### src/shared/smrt_pkg.sv
// package for the static memory read timing engine
// assumes one clock domain, all control bits arrive as plain ports
package smrt_pkg;
  localparam int ADDR_W = 28;
  localparam int DATA_W = 32;
  localparam int BANKS = 4;
  localparam int BANK_W = 2;
  localparam int OE_DLY_W = 4;
  localparam int RD_WAIT_W = 5;
  localparam int TURN_W = 4;
  localparam int EXT_WAIT_W = 14;
  localparam int CNT_W = 14;
  // internal ahb processing plus port arbitration ahead of the strobe phase
  localparam int ARB_CYCLES = 4;
  localparam logic [CNT_W-1:0] ARB_LOAD = 14'h0004;
  localparam logic [BANKS-1:0] SEL_IDLE = 4'hf;

  typedef enum logic [2:0] {
    SMRT_IDLE = 3'b000,
    SMRT_ARB = 3'b001,
    SMRT_TURN = 3'b010,
    SMRT_OEDLY = 3'b011,
    SMRT_WAIT = 3'b100,
    SMRT_DATA = 3'b101
  } smrt_state_t;

  typedef struct packed {
    logic [OE_DLY_W-1:0] oeDelayCycles;
    logic [RD_WAIT_W-1:0] readWaitStates;
    logic [TURN_W-1:0] turnaroundWaitStates;
    logic extendedWaitEnable;
  } smrt_bank_cfg_t;

  typedef struct packed {
    logic [BANK_W-1:0] bank;
    logic [ADDR_W-1:0] addr;
  } smrt_req_t;
endpackage

### src/rtl/smrt_read_engine.sv
// read timing engine of the static memory controller
// assumes requests come from the ahb side on the same clock, read data pins are synchronous to it
// Behaviour
// - oe lags select by 0..15 cycles
// - oe drops with select at end
// - same read sequence for every bank type
// - select and address driven together first
// - read wait states lengthen access
// - turnaround idles between a write and the following read
// - zero wait read: T0-T4 arb, T5 data
// - two wait states give seven cycles
// - two oe delays give seven cycles
// - oe off two cycles, on third, capture
// - extended wait register replaces read delay
`timescale 1ns/10ps
module smrt_read_engine
  import smrt_pkg::*;
(
  // clock and reset
  input wire logic clock,
  input wire logic resetn,
  // per bank timing configuration, plus one extended wait count shared by all banks
  input wire smrt_bank_cfg_t bankCfg [BANKS],
  input wire logic [EXT_WAIT_W-1:0] extendedWaitStates,
  // request from the ahb side
  input wire logic reqValid,
  input wire smrt_req_t reqInfo,
  output logic reqReady,
  // notice that a write ran on the external bus
  input wire logic writeDone,
  input wire logic [BANK_W-1:0] writeBank,
  // read answer
  output logic rdValid,
  output logic [DATA_W-1:0] rdData,
  // external memory pins
  output logic [BANKS-1:0] bank_select_n,
  output logic [ADDR_W-1:0] ext_address_bus,
  output logic outputEnableN,
  input wire logic [DATA_W-1:0] extDataIn
);

  smrt_state_t state_r, state_nxt;
  logic [CNT_W-1:0] cnt_r, cnt_nxt;
  smrt_req_t req_r, req_nxt;
  logic lastWasWrite_r, lastWasWrite_nxt;
  logic [BANK_W-1:0] lastBank_r, lastBank_nxt;
  logic [BANKS-1:0] sel_r, sel_nxt;
  logic [ADDR_W-1:0] addr_r, addr_nxt;
  logic oeN_r, oeN_nxt;
  logic rdValid_r, rdValid_nxt;
  logic [DATA_W-1:0] rdData_r, rdData_nxt;
  smrt_bank_cfg_t cfg;
  logic [CNT_W-1:0] waitLoad;

  assign cfg = bankCfg[req_r.bank];
  // the bank type never enters the choice of timing
  assign waitLoad = cfg.extendedWaitEnable ? CNT_W'(extendedWaitStates)
                                           : CNT_W'(cfg.readWaitStates);
  // combinational, so a new read can be taken in the answer cycle
  assign reqReady = (state_r == SMRT_IDLE);

  always_comb begin
    state_nxt = state_r;
    cnt_nxt = cnt_r;
    req_nxt = req_r;
    lastWasWrite_nxt = lastWasWrite_r;
    lastBank_nxt = lastBank_r;
    sel_nxt = sel_r;
    addr_nxt = addr_r;
    oeN_nxt = oeN_r;
    rdValid_nxt = 1'b0;
    rdData_nxt = rdData_r;
    if (writeDone) begin
      lastWasWrite_nxt = 1'b1;
      lastBank_nxt = writeBank;
    end
    unique case (state_r)
      SMRT_IDLE: begin
        if (reqValid) begin
          req_nxt = reqInfo;
          cnt_nxt = ARB_LOAD;
          state_nxt = SMRT_ARB;
        end
      end
      SMRT_ARB: begin
        if (cnt_r != '0) begin
          cnt_nxt = cnt_r - 14'h0001;
        end else if (lastWasWrite_r && bankCfg[lastBank_r].turnaroundWaitStates != '0) begin
          cnt_nxt = CNT_W'(bankCfg[lastBank_r].turnaroundWaitStates) - 14'h0001;
          state_nxt = SMRT_TURN;
        end else begin
          sel_nxt = ~(BANKS'(1) << req_r.bank);
          addr_nxt = req_r.addr;
          oeN_nxt = (cfg.oeDelayCycles != '0) ? 1'b1 : 1'b0;
          cnt_nxt = (cfg.oeDelayCycles != '0) ? CNT_W'(cfg.oeDelayCycles) - 14'h0001 : waitLoad;
          if (cfg.oeDelayCycles != '0) begin
            state_nxt = SMRT_OEDLY;
          end else if (waitLoad != '0) begin
            state_nxt = SMRT_WAIT;
          end else begin
            // nothing to wait for: the strobe cycle itself is the access
            state_nxt = SMRT_DATA;
          end
        end
      end
      SMRT_TURN: begin
        if (cnt_r != '0) begin
          cnt_nxt = cnt_r - 14'h0001;
        end else begin
          lastWasWrite_nxt = writeDone;
          sel_nxt = ~(BANKS'(1) << req_r.bank);
          addr_nxt = req_r.addr;
          oeN_nxt = (cfg.oeDelayCycles != '0);
          cnt_nxt = (cfg.oeDelayCycles != '0) ? CNT_W'(cfg.oeDelayCycles) - 14'h0001 : waitLoad;
          if (cfg.oeDelayCycles != '0) begin
            state_nxt = SMRT_OEDLY;
          end else if (waitLoad != '0) begin
            state_nxt = SMRT_WAIT;
          end else begin
            // same short cut as straight from arbitration
            state_nxt = SMRT_DATA;
          end
        end
      end
      SMRT_OEDLY: begin
        // select and address stay put, only the counter moves
        if (cnt_r != '0) begin
          cnt_nxt = cnt_r - 14'h0001;
        end else begin
          oeN_nxt = 1'b0;
          // the oe delay stands in for the same number of wait states
          cnt_nxt = (waitLoad > CNT_W'(cfg.oeDelayCycles)) ? waitLoad - CNT_W'(cfg.oeDelayCycles) : '0;
          state_nxt = (cnt_nxt != '0) ? SMRT_WAIT : SMRT_DATA;
        end
      end
      SMRT_WAIT: begin
        oeN_nxt = 1'b0;
        if (cnt_r != '0) begin
          cnt_nxt = cnt_r - 14'h0001;
        end
        if (cnt_r <= 14'h0001) begin
          state_nxt = SMRT_DATA;
        end
      end
      SMRT_DATA: begin
        rdData_nxt = extDataIn;
        rdValid_nxt = 1'b1;
        sel_nxt = SEL_IDLE;
        oeN_nxt = 1'b1;
        lastWasWrite_nxt = writeDone;
        lastBank_nxt = writeDone ? writeBank : req_r.bank;
        state_nxt = SMRT_IDLE;
      end
      default: state_nxt = SMRT_IDLE;
    endcase
  end

  always_ff @(posedge clock or negedge resetn) begin
    if (!resetn) begin
      state_r <= SMRT_IDLE;
      cnt_r <= '0;
      req_r <= '0;
      lastWasWrite_r <= 1'b0;
      lastBank_r <= '0;
      sel_r <= SEL_IDLE;
      addr_r <= '0;
      oeN_r <= 1'b1;
      rdValid_r <= 1'b0;
      rdData_r <= '0;
    end else begin
      state_r <= state_nxt;
      cnt_r <= cnt_nxt;
      req_r <= req_nxt;
      lastWasWrite_r <= lastWasWrite_nxt;
      lastBank_r <= lastBank_nxt;
      sel_r <= sel_nxt;
      addr_r <= addr_nxt;
      oeN_r <= oeN_nxt;
      rdValid_r <= rdValid_nxt;
      rdData_r <= rdData_nxt;
    end
  end

  assign bank_select_n = sel_r;
  assign ext_address_bus = addr_r;
  assign outputEnableN = oeN_r;
  assign rdValid = rdValid_r;
  assign rdData = rdData_r;

  // checks
  logic selActive;
  int unsigned lat_r;
  assign selActive = (sel_r != SEL_IDLE);
  // cycles since the request was taken, cleared after the answer
  always_ff @(posedge clock or negedge resetn) begin
    if (!resetn) begin
      lat_r <= 0;
    end else if (reqValid && reqReady) begin
      lat_r <= 1;
    end else if (lat_r != 0 && !rdValid_r) begin
      lat_r <= lat_r + 1;
    end else begin
      lat_r <= 0;
    end
  end

  oe_with_sel_a: assert property (@(posedge clock) disable iff (!resetn)
    $rose(bank_select_n == SEL_IDLE) |-> outputEnableN) else $error("oe still active after select dropped");
  oe_only_sel_a: assert property (@(posedge clock) disable iff (!resetn)
    !outputEnableN |-> selActive) else $error("oe active without select");
  sel_hold_a: assert property (@(posedge clock) disable iff (!resetn)
    selActive && $past(selActive) |-> $stable(bank_select_n) && $stable(ext_address_bus))
    else $error("address or select moved during access");
  addr_sel_a: assert property (@(posedge clock) disable iff (!resetn)
    $fell(bank_select_n == SEL_IDLE) |-> ext_address_bus == req_r.addr) else $error("address not with select");
  oe_delay2_a: assert property (@(posedge clock) disable iff (!resetn)
    $fell(bank_select_n == SEL_IDLE) && cfg.oeDelayCycles == 4'h2 |-> outputEnableN [*2] ##1 !outputEnableN)
    else $error("oe delay of two not honoured");
  zero_wait_a: assert property (@(posedge clock) disable iff (!resetn)
    reqValid && reqReady && bankCfg[reqInfo.bank] == '0 && !lastWasWrite_r |-> ##7 rdValid)
    else $error("zero wait read not five cycles");
  two_wait_a: assert property (@(posedge clock) disable iff (!resetn)
    reqValid && reqReady && bankCfg[reqInfo.bank] == smrt_bank_cfg_t'{4'h0, 5'h02, 4'h0, 1'b0}
    && !lastWasWrite_r |-> ##9 rdValid) else $error("two wait read not seven cycles");
  oe_two_a: assert property (@(posedge clock) disable iff (!resetn)
    reqValid && reqReady && bankCfg[reqInfo.bank] == smrt_bank_cfg_t'{4'h2, 5'h02, 4'h0, 1'b0}
    && !lastWasWrite_r |-> ##9 rdValid) else $error("oe delay read not seven cycles");
  turn_gap_a: assert property (@(posedge clock) disable iff (!resetn)
    state_r == SMRT_TURN |-> bank_select_n == SEL_IDLE) else $error("select active in turnaround");
  ext_wait_a: assert property (@(posedge clock) disable iff (!resetn)
    $fell(bank_select_n == SEL_IDLE) && cfg.extendedWaitEnable && cfg.oeDelayCycles == '0
    |-> cnt_r == CNT_W'(extendedWaitStates)) else $error("extended wait not loaded");

  // every read pays the fixed ahb overhead, so nothing answers sooner
  lat_min_a: assert property (@(posedge clock) disable iff (!resetn)
    rdValid |-> lat_r >= 7)
    else $error("read answered too early");

  // the answer is a single pulse
  valid_pulse_a: assert property (@(posedge clock) disable iff (!resetn)
    rdValid |=> !rdValid)
    else $error("read answer longer than one cycle");

  // read data only moves with its pulse
  data_hold_a: assert property (@(posedge clock) disable iff (!resetn)
    !rdValid |-> $stable(rdData))
    else $error("read data moved without an answer");

  // oe may only be released together with the select
  oe_rise_a: assert property (@(posedge clock) disable iff (!resetn)
    $rose(outputEnableN) |-> bank_select_n == SEL_IDLE)
    else $error("oe released while select held");

  // a zero delay drives oe with the select, any other holds it back
  oe_first_a: assert property (@(posedge clock) disable iff (!resetn)
    $fell(bank_select_n == SEL_IDLE) |-> outputEnableN == (cfg.oeDelayCycles != '0))
    else $error("oe at select start does not match its delay");

  // during the delay phase oe stays off but the access is open
  oedly_oe_a: assert property (@(posedge clock) disable iff (!resetn)
    state_r == SMRT_OEDLY |-> outputEnableN && selActive)
    else $error("oe active during its delay");

  // never two banks at once on the shared pins
  one_bank_a: assert property (@(posedge clock) disable iff (!resetn)
    bank_select_n == SEL_IDLE || $onehot(~bank_select_n))
    else $error("more than one bank selected");

  // the select only starts out of arbitration or a turnaround
  sel_start_a: assert property (@(posedge clock) disable iff (!resetn)
    $fell(bank_select_n == SEL_IDLE) |-> $past(state_r == SMRT_ARB || state_r == SMRT_TURN))
    else $error("select started from the wrong phase");

  // data is taken while the memory still drives it
  capture_sel_a: assert property (@(posedge clock) disable iff (!resetn)
    rdValid |-> $past(selActive) && !$past(outputEnableN))
    else $error("data taken outside the strobe");

  // wait states run with the strobe fully on
  wait_oe_a: assert property (@(posedge clock) disable iff (!resetn)
    state_r == SMRT_WAIT |-> !outputEnableN && selActive)
    else $error("wait state without strobe");

  // an idle engine leaves the memory pins quiet
  idle_quiet_a: assert property (@(posedge clock) disable iff (!resetn)
    reqReady |-> bank_select_n == SEL_IDLE && outputEnableN)
    else $error("pins active while idle");

  // a programmed turnaround is never skipped when a write is flagged as arbitration ends
  turn_entry_a: assert property (@(posedge clock) disable iff (!resetn)
    state_r == SMRT_ARB && cnt_r == '0 && lastWasWrite_r && bankCfg[lastBank_r].turnaroundWaitStates != '0
    |=> state_r == SMRT_TURN)
    else $error("turnaround skipped after a write");

  read_cov_c: cover property (@(posedge clock) disable iff (!resetn) rdValid);
  oedly_cov_c: cover property (@(posedge clock) disable iff (!resetn) state_r == SMRT_OEDLY ##1 state_r == SMRT_WAIT);
  turn_cov_c: cover property (@(posedge clock) disable iff (!resetn) state_r == SMRT_TURN ##1 state_r == SMRT_WAIT);
  ext_cov_c: cover property (@(posedge clock) disable iff (!resetn) state_r == SMRT_WAIT && cfg.extendedWaitEnable);
endmodule

### config.mk
export PLATFORM = sky130hd
export DESIGN_NAME = smrt_read_engine
export DESIGN_NICKNAME = d
export VERILOG_FILES = /design/src/shared/smrt_pkg.sv /design/src/rtl/smrt_read_engine.sv
export SDC_FILE = /design/constraint.sdc
export NUM_CORES = 1
export LEC_CHECK = 0
export ABC_AREA = 1
export BUFFER_PORTS_ARGS = -buffer_cell sky130_fd_sc_hd__clkbuf_2
export CAP_MARGIN = 10
export CORE_MARGIN = 5
export CORE_UTILIZATION = 40
export CTS_BUF_LIST = sky130_fd_sc_hd__clkbuf_2 sky130_fd_sc_hd__clkbuf_4 sky130_fd_sc_hd__clkbuf_8
export DETAILED_ROUTE_END_ITERATION = 6
export HOLD_SLACK_MARGIN = 0.08
export PLACE_DENSITY = 0.66
export SLEW_MARGIN = 40
export SYNTH_ARGS = -nofsm -noshare
export SYNTH_HDL_FRONTEND = slang
export SYNTH_SLANG_ARGS = --single-unit
### constraint.sdc
create_clock -name clock -period 2.8 [get_ports clock]
set_input_delay 0.42 -clock clock [delete_from_list [all_inputs] [get_ports clock]]
set_output_delay 0.42 -clock clock [all_outputs]
set_load 0.05 [all_outputs]
==> metrics.md <==
| Metric | Value |
|---|---|
| Die extent in y | 139 µm |
| Total of warnings raised by yosys | 0 |
| Reg2reg setup slack | -0.10 ns |
| Peak supply drop | 0.749 mV |
| Path type of the worst setup path | register to register |
| Number of fill cells | between 1.5k and 2k |
| Detailed-route via count | 6891 |
| Area occupied by registers | between 2000 and 3000 µm² |
| Hold Slack | roughly 0.18 ns |
| Data arrival time at the worst-slack endpoint | 3.28 ns |
| Final number of setup-violating endpoints | 8 |
| Total nets after synthesis | between 1k and 1.5k |
| Startpoint kind of the worst setup timing path | register |
| Post-route clock period utilization | 104% |
| Number of synthesized flops with an enable pin | 0 |
| Clock slew at the register clock pins of the worst setup and hold paths | approximately 0.090 ns |
| Required time of the worst setup path | 3.18 ns |
| Largest driver fanout on the critical path | 8 |
| Switching pwr | 6.42 mW |
| Root Driver | sky130_fd_sc_hd__clkbuf_8 |
| Mapped cell area | between 6000 and 7000 µm² |
| Switching power as a share of total power | around 52% |
| Sequential fraction of the synthesis area | 43.6% |
| Final-report max-slew violation count | 0 |
| Failing checks | setup timing |
| Simple-gate share of the synthesized area | 29.3% |
| Library cell occupying the most area in the post-synthesis netlist | sky130_fd_sc_hd__dfrtp_1 |
| Floorplan core area | 16500 µm² |
| Remaining global-route overflow | 0 |
| Synth top area share | between 40% and 50% |
| Weighted congestion at the end of routability-driven global placement | 0.931 |
| Setup Skew | 0.0147 ns |
| Endpoint of the worst register-to-register path | state_r[0] |
| Initial antenna violation count | 0 |
| Actual transition at the worst max-transition pin | 0.638 ns |
| Clock share of power | 13.3% |
| Number of cells on the critical path | 22 |
| Area overhead of the layout relative to synthesis | 34.9% |
| Placed cell areas | 8290 µm² |
| Mux share of post-synthesis cell area | 0% |
| WL/cell | roughly 15 µm |
| Fmax achieved | roughly 0.34 GHz |
| Pwr Total | between 10 and 15 mW |
| Post-synthesis sequential element count | roughly 120 |
| Setup repair after global routing missed its margin | true |
| Outcome | finished with violations |
| Leakage power summed over all cells | roughly 4.9 nW |
| Total number of H-tree levels | 4 |
| Width of the die | 139 µm |
| Average cell area after synthesis | about 7.3 µm² |
| Detailed placer's ending HPWL | 15900 µm |
| Worst setup slack after layout | -0.105 ns |
| Post-synthesis share of cell area spent on xor and xnor gates | 2.36% |
| Number of port buffers | roughly 200 |
| Largest net degree at the start of global routing | 61 |
| Starting density of the core | 40.5% |
| Longest individual stage delay on the worst path | approximately 0.48 ns |
| List of cells traversed by the critical path | buf_6, nand3_2, nand2_2, nor2_4, nand3_2, o21ai_2, ha_2, inv_2, fa_2, nand4_4, nand2_2, nand2_2, nand2_4, buf_6, buf_4, nand2_1, nand3_2, nor3_2, nand2_1, nand2_1, nand2_1, nand2_1 |
| DRC violation count after routing | 0 |
| Leading cell type by number of instances after synthesis | sky130_fd_sc_hd__nand2_1 |
| First DRT Iteration DRCs | 373 |
| Commonest register cell after synthesis | sky130_fd_sc_hd__dfrtp_1 |
| FP Rows | 47 |
| Family with the most delay on the worst path | simple AND/OR/NAND/NOR gates |
| GRT Resource Usage Total | 21.2% |
| Post-synth cell types | 45 |
| Start point of the worst min-delay path | extDataIn[3] |
| Share of the synthesized area in compound gates (AO/OA/AOI/OAI) | 14.6% |
| Count of antenna-violating nets left after detailed routing | 0 |
| Proportion of layout cells with a drive suffix above 1 | 32.4% |
| Power density normalized to cell area | roughly 1400 nW/µm² |
| Number of instances in the synthesized netlist | 912 |
| Share of synthesized flip-flops with an asynchronous set or reset | 100% |
| Antenna cells | 0 |
| Relative max-transition margin | around 57% |
| First-pass GRT wire length | 33600 µm |
| Worst hold path class | input port to register |
| Combinational power share | ~64% |
| Internal Pwr Total | between 6 and 7 mW |
| Count of buffer and inverter cells on the critical path | 4 |
| Routed vias/inst | 4.88 |
| Period minus WS final | 2.90 ns |
| Cells on Worst Hold Path | 3 |
| Total length of routed wires | 20500 µm |
| Maximum number of buffers from clock root to sink | 2 |
| Most instantiated cells after synthesis | sky130_fd_sc_hd__nand2_1 (292), sky130_fd_sc_hd__dfrtp_1 (111), sky130_fd_sc_hd__inv_1 (95) |
| Top-level I/O count | 205 |
| TritonRoute pass-1 iters | 4 |
| Number of endpoints with negative hold slack in the final report | 0 |
| Latest clock arrival within the worst-skew pair | 0.43 ns |
| Slowest library cell on the worst path | sky130_fd_sc_hd__dfrtp_2 |
| Final non-filler cell area | 9000 µm² |
| Top area cells in the synthesized netlist | sky130_fd_sc_hd__dfrtp_1 (42%), sky130_fd_sc_hd__nand2_1 (16%), sky130_fd_sc_hd__o21ai_0 (5.5%) |
| Worst Reg-to-Reg Cells | 22 |
| Crit path top cell by count | sky130_fd_sc_hd__nand2_1 |
| Startpoint of the worst-slack reg-to-reg timing path | req_r[28] |
| Sinks on Clock Net | 116 |
| Clock buffers created by TritonCTS | 17 |
| Relative contribution of sequential cells to total power | between 20% and 30% |
| Number of nets in the final layout | between 1k and 1.5k |
| Area taken by multi-input logic gates | 3360 µm² |
| Setup crit end kind | register |
| Die Area | 19400 µm² |
| Max-cap violations | 0 |
| Vias in the first global route | 6966 |
| Fraction of the mapped netlist area in adder cells | between 1.5 and 2% |
| Largest family of logic cells by synthesized area | simple AND/OR/NAND/NOR gates |
| TritonCTS clock tree | done |
| WHS Endpoint | rdData[3] |
## worst max path at each step
stage | startpoint | to | slack [ns]
after global routing | req_r[28] | state_r[0] | -0.31
after floorplan | req_r[28] | cnt_r[2] | 0.008
after CTS | req_r[28] | state_r[0] | -0.004
after global placement | req_r[28] | state_r[0] | -0.14
final | req_r[28] | state_r[0] | -0.10
after detailed placement | req_r[28] | state_r[0] | -0.20
## tightest hold or removal path, stage by stage
cell and delay, ns:
sky130_fd_sc_hd__clkbuf_2 0.07, sky130_fd_sc_hd__nand2_1 0.04, sky130_fd_sc_hd__nand2_1 0.05
## registers in the layout, summed over array words and instances (netlist names), 2 cells and up
signal and flops:
rdData 32, req_r 30, bank_select_n 4, lastBank_r 2
cnt_r 14, ext_address_bus 28, state_r 3
## cell families after synthesis
kind of cell	count (synthesis)
AND/OR/NAND/NOR	461
AO/OA/AOI/OAI	173
buffers and inverters	134
flip-flops	116
XOR/XNOR	18
adder cells (fa/ha/maj)	10
## power by group through the flow
stage	Clock, mW	Sequential (mW)	Combinational (mW)
finish	1.65	2.77	8.01
global route	1.77	2.86	8.81
CTS	1.70	2.77	7.43
detailed placement	0	2.79	7.33
global placement	0	2.79	7.26
floorplan	0	4.03	3.90
## per-stage QoR
stage	setup slack (ns)	TNS, ns	instances	util (%)
floorplan	0.00763	0	912	-
global placement	-0.139	-1.04	1362	50.4
finish	-0.105	-0.429	1413	54.7
global route	-0.305	-2.40	1413	54.7
CTS	-0.00409	-0.00409	1397	53.2
detailed placement	-0.196	-1.71	1362	50.4
## what timing repair did
action	in CTS	in global routing
resized for setup	8	48
endpoints found under the setup margin	15	15
pin swaps	1	20
hold endpoints to repair	41	0
hold buffers	1	0
setup buffers	2	16
## placed cells by master (no fill, tap or decap), types with 2 or more instances in the layout
master,count
sky130_fd_sc_hd__nand2_1,284
sky130_fd_sc_hd__clkbuf_2,203
sky130_fd_sc_hd__dfrtp_1,109
sky130_fd_sc_hd__inv_1,90
sky130_fd_sc_hd__nor2_1,83
sky130_fd_sc_hd__buf_4,69
sky130_fd_sc_hd__o21ai_0,60
sky130_fd_sc_hd__a21oi_1,58
sky130_fd_sc_hd__nand3_1,40
sky130_fd_sc_hd__nand2_2,17
sky130_fd_sc_hd__clkbuf_8,17
sky130_fd_sc_hd__o21ai_1,13
sky130_fd_sc_hd__inv_2,11
sky130_fd_sc_hd__o211ai_1,10
sky130_fd_sc_hd__xor2_1,10
sky130_fd_sc_hd__nand4_1,9
sky130_fd_sc_hd__xnor2_1,8
sky130_fd_sc_hd__nand3_2,6
sky130_fd_sc_hd__nor3_1,6
sky130_fd_sc_hd__ha_1,6
sky130_fd_sc_hd__inv_8,6
sky130_fd_sc_hd__nor2_2,5
sky130_fd_sc_hd__a31oi_1,5
sky130_fd_sc_hd__dfstp_2,5
sky130_fd_sc_hd__nor2_4,4
sky130_fd_sc_hd__a21oi_2,4
sky130_fd_sc_hd__inv_6,4
sky130_fd_sc_hd__buf_6,4
sky130_fd_sc_hd__a22oi_2,3
sky130_fd_sc_hd__nand2_4,3
sky130_fd_sc_hd__buf_12,3
sky130_fd_sc_hd__a32o_1,2
sky130_fd_sc_hd__nand3_4,2
sky130_fd_sc_hd__a221oi_1,2
sky130_fd_sc_hd__a211oi_1,2
sky130_fd_sc_hd__ha_4,2
sky130_fd_sc_hd__bufinv_16,2
sky130_fd_sc_hd__dfrtp_2,2
## area by class of cell
class | instances | area share [%]
Clock buffer | 17 | 2.60
Clock inverter | 15 | 2.04
Inverter | 103 | 4.32
Multi-Input combinational cell | 662 | 37.3
Sequential cell | 116 | 32.3
Tap cell | 220 | 3.06
Timing Repair Buffer | 280 | 18.3
## per-layer routing
layer  up-vias  track usage [%]  part of all wire, %
li1       3467                -                    -
met5         -             1.50                 0.20
met2       237             35.2                   48
met1      3151             26.0                   41
met3        34             7.76                  9.5
met4         2             5.92                  2.1
Note: power is estimated with default switching activity, not from simulation.
